$ cat src/aop_pkg.sv
// shared constants and types for the converter result output port
`default_nettype none
package aop_pkg;
  localparam int MAG_W = 12;
  localparam int LOW_W = 8;
  localparam int HIGH_W = 6;
  localparam logic [12:0] FULL_SCALE = 13'h0FFF;
  localparam logic [7:0] OFS_CTRL = 8'h00;
  localparam logic [7:0] OFS_RESULT = 8'h04;
  localparam logic [7:0] OFS_COUNT = 8'h08;
  localparam int CTRL_TEST_BIT = 0;
  localparam int CTRL_OFF_BIT = 1;
  localparam int RES_STATUS_BIT = 16;
  localparam int RES_PHASE_LSB = 20;
  localparam logic [1:0] CTRL_RESET = 2'h0;
  localparam logic [15:0] COUNT_RESET = 16'h0000;

  // analog section phase as reported by the converter core
  typedef enum logic [3:0] {
    PH_AUTO_ZERO = 4'b0001,
    PH_INTEGRATE = 4'b0010,
    PH_DEINTEGRATE = 4'b0100,
    PH_ZERO_INT = 4'b1000
  } aop_phase_t;

  typedef enum logic [1:0] {
    ST_QUIET = 2'b01,
    ST_BUSY = 2'b10
  } aop_state_t;

  // magnitude[11] is magnitude_msb, magnitude[0] is magnitude_lsb
  typedef struct packed {
    logic sign_flag;
    logic over_range;
    logic [MAG_W-1:0] magnitude;
  } aop_result_t;

  typedef struct packed {
    logic output_off;
    logic force_test;
  } aop_ctrl_t;
endpackage
`default_nettype wire

$ cat src/aop_port.sv
// result output port: phase indicator, result latch, byte lanes and apb registers
//
// Chosen here: the register offsets and register access over APB.
`default_nettype none
module aop_port (
  input wire logic clock_i,
  input wire logic rst_i,
  input wire aop_pkg::aop_phase_t analog_phase_i,
  input wire logic [12:0] conv_count_i,
  input wire logic conv_positive_i,
  input wire logic test_n_i,
  input wire logic chip_enable_n_i,
  input wire logic low_byte_gate_n_i,
  input wire logic high_byte_gate_n_i,
  output logic status_o,
  output logic [7:0] result_low_o,
  output logic low_oe_n_o,
  output logic [5:0] result_high_o,
  output logic high_oe_n_o,
  input wire logic psel_i,
  input wire logic penable_i,
  input wire logic pwrite_i,
  input wire logic [7:0] paddr_i,
  input wire logic [31:0] pwdata_i,
  output logic [31:0] prdata_o,
  output logic pready_o,
  output logic pslverr_o
);
  aop_pkg::aop_state_t state_reg;
  aop_pkg::aop_state_t state_next;
  logic status_reg;
  logic status_next;
  aop_pkg::aop_result_t latch_reg;
  aop_pkg::aop_result_t latch_next;
  aop_pkg::aop_result_t sample;
  logic [15:0] count_reg;
  logic [15:0] count_next;
  logic in_quiet_phase;

  // conversion sequencing and result latch
  always_comb begin
    sample.sign_flag = conv_positive_i;
    sample.over_range = conv_count_i > aop_pkg::FULL_SCALE;
    sample.magnitude = conv_count_i[aop_pkg::MAG_W-1:0];
    in_quiet_phase = (analog_phase_i == aop_pkg::PH_AUTO_ZERO) || (analog_phase_i == aop_pkg::PH_ZERO_INT);
    state_next = state_reg;
    status_next = status_reg;
    latch_next = latch_reg;
    count_next = count_reg;
    unique case (state_reg)
      aop_pkg::ST_QUIET: begin
        status_next = 1'b0;
        if (analog_phase_i == aop_pkg::PH_INTEGRATE) begin
          state_next = aop_pkg::ST_BUSY;
          status_next = 1'b1;
        end
      end
      aop_pkg::ST_BUSY: begin
        // the latch closes on the same edge the indicator falls
        if (in_quiet_phase) begin
          state_next = aop_pkg::ST_QUIET;
          status_next = 1'b0;
          latch_next = sample;
          count_next = count_reg + 16'h0001;
        end
      end
      default: begin
        state_next = aop_pkg::ST_QUIET;
        status_next = 1'b0;
      end
    endcase
  end

  always_ff @(posedge clock_i) begin
    if (rst_i) begin
      state_reg <= aop_pkg::ST_QUIET;
      status_reg <= 1'b0;
      latch_reg <= '0;
      count_reg <= aop_pkg::COUNT_RESET;
    end else begin
      state_reg <= state_next;
      status_reg <= status_next;
      latch_reg <= latch_next;
      count_reg <= count_next;
    end
  end

  assign status_o = status_reg;

  // apb slave: one wait state, answer on second access cycle
  aop_pkg::aop_ctrl_t ctrl_reg;
  aop_pkg::aop_ctrl_t ctrl_next;
  logic pready_reg;
  logic pready_next;
  logic [31:0] prdata_reg;
  logic [31:0] prdata_next;
  logic pslverr_reg;
  logic pslverr_next;
  logic access;
  logic mapped;

  always_comb begin
    access = psel_i && penable_i && !pready_reg;
    mapped = (paddr_i == aop_pkg::OFS_CTRL) || (paddr_i == aop_pkg::OFS_RESULT) ||
             (paddr_i == aop_pkg::OFS_COUNT);
    pready_next = access;
    pslverr_next = access && !mapped;
    prdata_next = 32'h0000_0000;
    ctrl_next = ctrl_reg;
    if (access && !pwrite_i) begin
      unique case (paddr_i)
        aop_pkg::OFS_CTRL: begin
          prdata_next[aop_pkg::CTRL_TEST_BIT] = ctrl_reg.force_test;
          prdata_next[aop_pkg::CTRL_OFF_BIT] = ctrl_reg.output_off;
        end
        aop_pkg::OFS_RESULT: begin
          prdata_next[aop_pkg::MAG_W+1:0] = latch_reg;
          prdata_next[aop_pkg::RES_STATUS_BIT] = status_reg;
          prdata_next[aop_pkg::RES_PHASE_LSB +: 4] = analog_phase_i;
        end
        aop_pkg::OFS_COUNT: begin
          prdata_next[15:0] = count_reg;
        end
        default: begin
          prdata_next = 32'h0000_0000;
        end
      endcase
    end
    // write lands on the edge the master sees pready high
    if (psel_i && penable_i && pready_reg && pwrite_i && paddr_i == aop_pkg::OFS_CTRL) begin
      ctrl_next.force_test = pwdata_i[aop_pkg::CTRL_TEST_BIT];
      ctrl_next.output_off = pwdata_i[aop_pkg::CTRL_OFF_BIT];
    end
  end

  always_ff @(posedge clock_i) begin
    if (rst_i) begin
      ctrl_reg <= aop_pkg::CTRL_RESET;
      pready_reg <= 1'b0;
      prdata_reg <= 32'h0000_0000;
      pslverr_reg <= 1'b0;
    end else begin
      ctrl_reg <= ctrl_next;
      pready_reg <= pready_next;
      prdata_reg <= prdata_next;
      pslverr_reg <= pslverr_next;
    end
  end

  assign pready_o = pready_reg;
  assign prdata_o = prdata_reg;
  assign pslverr_o = pslverr_reg;

  // byte lanes; software test or disable bits combine with the pins
  logic test_active;
  logic master_on;
  logic [7:0] low_data;
  logic [5:0] high_data;
  logic low_en;
  logic high_en;

  always_comb begin
    test_active = !test_n_i || ctrl_reg.force_test;
    master_on = !chip_enable_n_i && !ctrl_reg.output_off;
    low_en = master_on && !low_byte_gate_n_i;
    high_en = master_on && !high_byte_gate_n_i;
    // test mode drives ones but still obeys the gates, so bus contention cannot arise
    low_data = test_active ? 8'hFF : latch_reg.magnitude[7:0];
    high_data = test_active ? 6'h3F : {latch_reg.sign_flag, latch_reg.over_range, latch_reg.magnitude[11:8]};
  end

  aop_lane #(.W(aop_pkg::LOW_W)) u_low (
    .clock_i(clock_i),
    .rst_i(rst_i),
    .data_i(low_data),
    .enable_i(low_en),
    .data_o(result_low_o),
    .oe_n_o(low_oe_n_o)
  );

  aop_lane #(.W(aop_pkg::HIGH_W)) u_high (
    .clock_i(clock_i),
    .rst_i(rst_i),
    .data_i(high_data),
    .enable_i(high_en),
    .data_o(result_high_o),
    .oe_n_o(high_oe_n_o)
  );
endmodule
`default_nettype wire

$ cat src/aop_lane.sv
// one registered three-state byte lane of the result port
`default_nettype none
module aop_lane #(
  parameter int W = 8
) (
  input wire logic clock_i,
  input wire logic rst_i,
  input wire logic [W-1:0] data_i,
  input wire logic enable_i,
  output logic [W-1:0] data_o,
  output logic oe_n_o
);
  logic [W-1:0] data_reg;
  logic [W-1:0] data_next;
  logic oe_n_reg;
  logic oe_n_next;

  // data held at zero while released, so a floating lane never leaks old values
  always_comb begin
    oe_n_next = ~enable_i;
    data_next = enable_i ? data_i : '0;
  end

  always_ff @(posedge clock_i) begin
    if (rst_i) begin
      data_reg <= '0;
      oe_n_reg <= 1'b1;
    end else begin
      data_reg <= data_next;
      oe_n_reg <= oe_n_next;
    end
  end

  assign data_o = data_reg;
  assign oe_n_o = oe_n_reg;
endmodule
`default_nettype wire

$ cat config.mk
export PLATFORM = sky130hd
export DESIGN_NAME = aop_port
export DESIGN_NICKNAME = d
export VERILOG_FILES = /design/src/aop_pkg.sv /design/src/aop_port.sv /design/src/aop_lane.sv
export SDC_FILE = /design/constraint.sdc
export NUM_CORES = 1
export LEC_CHECK = 0
export ABC_CLOCK_PERIOD_IN_PS = 1900
export BUFFER_PORTS_ARGS = -buffer_cell sky130_fd_sc_hd__buf_2
export CAP_MARGIN = 20
export CORE_AREA = 8 8 111 72
export CTS_CLUSTER_DIAMETER = 60
export DETAILED_ROUTE_END_ITERATION = 12
export DIE_AREA = 0 0 119 80
export PLACE_DENSITY = 0.75
export SYNTH_ARGS = -nofsm -noshare
export SYNTH_HDL_FRONTEND = slang
export SYNTH_SLANG_ARGS = --single-unit
$ cat constraint.sdc
create_clock -name clock_i -period 1.9 [get_ports clock_i]
set_input_delay 0.19 -clock clock_i [delete_from_list [all_inputs] [get_ports clock_i]]
set_output_delay 0.19 -clock clock_i [all_outputs]
set_load 0.1 [all_outputs]
# Word-level counts from Yosys, hierarchy flattened
# Index checks and enable logic that the tools add are counted.
word_totals:
  regBits: 85
  mem_bits_ro: 0
  out_inout_bits: 51
  ramBits: 0
  latch_bits: 0
  memories: 0
classes:
  n_eq_ne: 9
  bitwise_logic: 5
  n_div: 0
  shifts: 0
  reduce_logical: 30
  order_cmp: 1
  mux: 10
  mul: 0
  add_sub_neg: 1
ops:
  columns: ["operator", "n"]
  rows:
  - ["case mux 12 bit (2 select lines)", 1]
  - ["adder 16 x 1 -> 16 bit (second input constant)", 1]
  - ["greater-than comparator 13 x 12 -> 1 bit (second input constant)", 1]
  - ["logical AND 1 bit", 10]
  - ["== test 8 x 3 -> 1 bit (second input constant)", 1]
  - ["== test 8 x 4 -> 1 bit (second input constant)", 1]
  - ["logical NOT 1 bit", 8]
  - ["logical NOT 8 bit", 1]
  - ["two-way mux 8 bit", 1]
  - ["two-way mux 6 bit", 1]
  - ["case mux 2 bit (3 select lines)", 1]
  - ["OR reduction 2 bit", 3]
  - ["OR reduction 3 bit", 2]
  - ["NOT 1 bit", 5]
  - ["== test 4 x 1 -> 1 bit (second input constant)", 1]
  - ["== test 4 x 2 -> 1 bit (second input constant)", 1]
  - ["== test 4 bit (second input constant)", 1]
  - ["logical OR 1 bit", 4]
  - ["two-way mux 2 bit", 2]
  - ["!= test 2 bit (second input constant)", 2]
  - ["case mux 2 bit (2 select lines)", 1]
  - ["AND reduction 2 bit", 2]
  - ["== test 2 x 1 -> 1 bit (second input constant)", 1]
  - ["== test 2 bit (second input constant)", 1]
  - ["other kinds (2)", 3]

# Longest topological paths before layout
logic_depth:
  depth_word: 5
  mapped_depth: 6

# By module
# Synthesis repeated with hierarchy kept, for this count alone.
unflattened:
  cells_unflattened: 317
  area_unflattened_um2: 2906.5
by_module_without_submodules:
  columns: ["module", "n_inst", "area_each_um2", "cells_each", "seq_area_each_um2"]
  rows:
  - ["aop_port", 1, 2451.1, 285, 1161.1]
  - ["aop_lane at u_low", 1, 256.5, 18, 180.2]
  - ["aop_lane at u_high", 1, 198.9, 14, 140.1]

# Worst setup path before layout
# OpenSTA, ideal clock, no wires.
synth_path:
  path_type: "reg2reg"
  from: "register pready_reg (netlist: pready_o)"
  to: "register prdata_reg[9] (netlist: prdata_o[9])"
  n_path_buf: 1
  stages_incl_launch_ff: 6
  slack_ns: -0.060
  t_required_ns: 1.783
  setup_ns: 0.117
  arrival_ns: 1.843
  path_cell_list: "dfxtp_1 > and4bb_2 > nand4b_4 > nor3b_4 > buf_4 > a22o_1"
synth_between:
  elab_chain_cells: 5
synth_rtl:
  columns: ["element", "line", "text"]
  rows:
  - ["start, declared", "aop_port.sv:93", "logic pready_reg;"]
  - ["start signal, assigned", "aop_port.sv:144", "pready_reg <= pready_next;"]
  - ["logical NOT 1 bit", "aop_port.sv:103", "access = psel_i && penable_i && !pready_reg;"]
  - ["logical AND 1 bit", "aop_port.sv:103", null]
  - ["logical AND 1 bit", "aop_port.sv:110", "if (access && !pwrite_i) begin"]
  - ["NOT 1 bit (no source line)", null, null]
  - ["OR reduction 2 bit (no source line)", null, null]
  - ["end signal, assigned", "aop_port.sv:145", "prdata_reg <= prdata_next;"]
  - ["end, declared", "aop_port.sv:95", "logic [31:0] prdata_reg;"]
# No other way between the ends.
# A chain may end at the register's enable or synchronous reset.

# Worst setup path after layout
layout_path:
  from: "register state_reg[0]"
  to: "register count_reg[14]"
layout_between:
  elab_chain_cells: 2
layout_rtl:
  columns: ["element", "line", "text"]
  rows:
  - ["start, declared", "aop_port.sv:29", "aop_pkg::aop_state_t state_reg;"]
  - ["start signal, assigned", "aop_port.sv:76", "state_reg <= aop_pkg::ST_QUIET;"]
  - ["start signal, assigned", "aop_port.sv:81", "state_reg <= state_next;"]
  - ["== test 2 bit", "aop_port.sv:50", "unique case (state_reg)"]
  - ["AND reduction 2 bit (no source line)", null, null]
  - ["end signal, assigned", "aop_port.sv:79", "count_reg <= aop_pkg::COUNT_RESET;"]
  - ["end signal, assigned", "aop_port.sv:84", "count_reg <= count_next;"]
  - ["end, declared", "aop_port.sv:36", "logic [15:0] count_reg;"]
# No other way between the ends.

==> results.ini <==
[timing]
final-setup-viol-count=0
fin_crit_ns=1.69
finalHoldViolations=0
final-max-slew-violation-count=0
slew_headroom_pct=63.8
worst_pin_slew_ns=0.542
tns_ns=0
maxClockFrequency_mhz=592
whs_ns=0.0650
rsz0062_at_grt=no
final.setup_skew_ns=0.0105
fin_crit_sh_pct=88.8

[route]
dr.pass1.iters=4
wire_per_inst_um=14.9
num_vias=2257
antenna_left=0
drc=0
drt_iter0_markers=148
via_per_inst=4.84
wirelength_mm=6.95

[setup_path]
crit_buf_inv=1
critical_path.startpoint_type=flip-flop
cp-end-kind=flip-flop
cp.required_ns=2.19
crit_chain=nor4b_4 -> buf_4 -> nand4_2 -> or3_1 -> a21oi_1
cp_max_fo=9
slowest_delay_ns=0.39
cp.arrival_ns=1.98
criticalPathCategory=flip-flop to flip-flop
slowest_stage=or3_1
cp_top_family=simple AND/OR/NAND/NOR gates

[yosys]
synth.largest_area_cell=dfxtp_1
synth_top_area_share_pct=53.6
seq_area_frac_synth_pct=53.6
synthTopCellsByArea=dfxtp_1 54%, nor2_1 5.3%, nand2_1 4.9%, a21oi_1 4.5%, a22o_1 3.8%
synth_seq_cells=74
synth_cell_types=40
yosys_warnings=0
synthCells=294
syn_area_per_cell_um2=9.39
synth_area_um2=2760

[cts]
cts_max_level=3
clockBufferDepth=2
cts_tree=yes
post-cts-setup-buffers=0
holdBufCountCts=0
clkSlewWorstSetupHoldPaths_ns=0.08
cts_resized=0
cts-root-buf=clkbuf_8
cts.sinks=74
numCtsBuffers=9
insertion_delay_ns=0.36

[global_route]
grt_use_total_pct=14.8
antenna_found_initial=0
grt_start_max_net_pins=34
grt_overflow=0
grt_pass1_vias=2186
grt_first_pass_wirelength_mm=11.1

[finish]
drive_gt1_share_pct=28.2
syn_to_final_growth_pct=23.8
layout_common_cells=76 x buf_2, 73 x dfxtp_1, 39 x nor2_1
final_common_cell=buf_2
fin_nets=442
largest_register_ffs=21
antenna_cells=0
filler_cell_count=577

[floorplan]
die_x_um=119
die_area_um2=9520
io_pins=118
rows=23
start_util_pct=43.0
die_h_um=80
core_area_um2=6420

[min_path]
hold_path_class=input port to flip-flop

[power_and_ir_drop]
p_leak_nw=1.51
power.density_nw_per_um2=943
vdd_drop_max_mv=0.385
p_sw_share_pct=26.7
p_seq_share_pct=48.5
comb_power_share_pct=9.2
p_sw_uw=860
intPower_mw=2.37
p_clk_share_pct=42.3

[placement]
dp_hpwl_mm=5.21
port_buffers=76
gp_congestion=0.812

[job]
drv_cap=0

[status]
status=complete, no violations

synth_stat cells, drive strengths merged:
master  instances
dfxtp          74
nor2           39
nand2          36
a21oi          25
buf            16
a22o           12
and2           12
o21ai          11
or3             8
nand3           7
clkbuf          6
nand4           6
inv             5
xor2            5
nor2b           3
nor4            3
a22oi           2
and3            2
and4            2
mux2i           2
nor3b           2
nor4bb          2
xnor2           2
a211o           1
a21o            1
and4bb          1
clkinv          1
conb            1
ha              1
nand2b          1
nand4b          1
nor3            1
nor4b           1
o31ai           1
or4             1
worst reg2reg max path: cells and delay by family (launching register included):
family / cells / cell delay (ns)
compound gates: 1 / 0.14
simple gates: 3 / 0.93
flops: 1 / 0.35
buf+inv: 1 / 0.20
metal layers:
layer	GRT usage (%)	wire length, um
met5	0	0
met3	7.13	607
met1	17.6	3170
met2	22.8	3120
met4	5.27	60
metrics by stage:
step                      util, %  cells  worst slack (ns)  instance area, um2  power, mW
after global routing         53.3    466            0.0902                3420       3.34
final                        53.3    466             0.212                3420       3.23
after global placement       49.8    450             0.257                3190       1.89
after detailed placement     49.8    450             0.198                3190       1.90
after floorplan                 -    304             0.168                2800       1.85
after CTS                    53.3    466             0.184                3420       3.24
logic make-up (layout without fill, tap and decap cells):
logic type                 Yosys count  count (layout)  synth area share (%)
AOI/OAI and AO/OA                   53              53                  11.7
muxes                                2               2                 0.725
and+or+nand+nor                    128             128                  25.2
other                                1              11                 0.136
buffers and inverters               28             103                  5.62
adders and majority gates            1               1                 0.453
xor gates and xnor gates             7               7                  2.49
DFF                                 74              74                  53.6
power groups by stage:
stage          Combinational (mW)  Clock (mW)  Sequential [mW]
2_1_floorplan               0.161           0             1.68
3_3_place_gp                0.293           0             1.60
3_5_place_dp                0.295           0             1.60
4_1_cts                     0.295        1.38             1.56
5_1_grt                     0.310        1.47             1.57
6_report                    0.296        1.36             1.56
layout make-up:
cell class / instances / area (um2) / area share (%)
clock inverters: 7 / 101 / 2.96
repair buffers: 81 / 418 / 12.2
well taps: 87 / 109 / 3.18
clock buffers: 9 / 124 / 3.62
multi-input cells: 202 / 1160 / 34.0
flip-flops and latches: 74 / 1480 / 43.4
inverters: 6 / 22.5 / 0.659
path summary, 6_finish.rpt:
| kind | startpoint | end | slack, ns | cells after the start |
|---|---|---|---|---|
| hold reg to reg | count_reg[15] | prdata_o[15] | 0.49 | 1 |
| setup reg to reg | state_reg[0] | count_reg[14] | 0.21 | 5 |
| hold / removal | conv_count_i[9] | latch_reg[9] | 0.07 | 3 |
| setup / recovery | state_reg[0] | count_reg[14] | 0.21 | 5 |
Note: power is estimated with default switching activity, not from simulation.
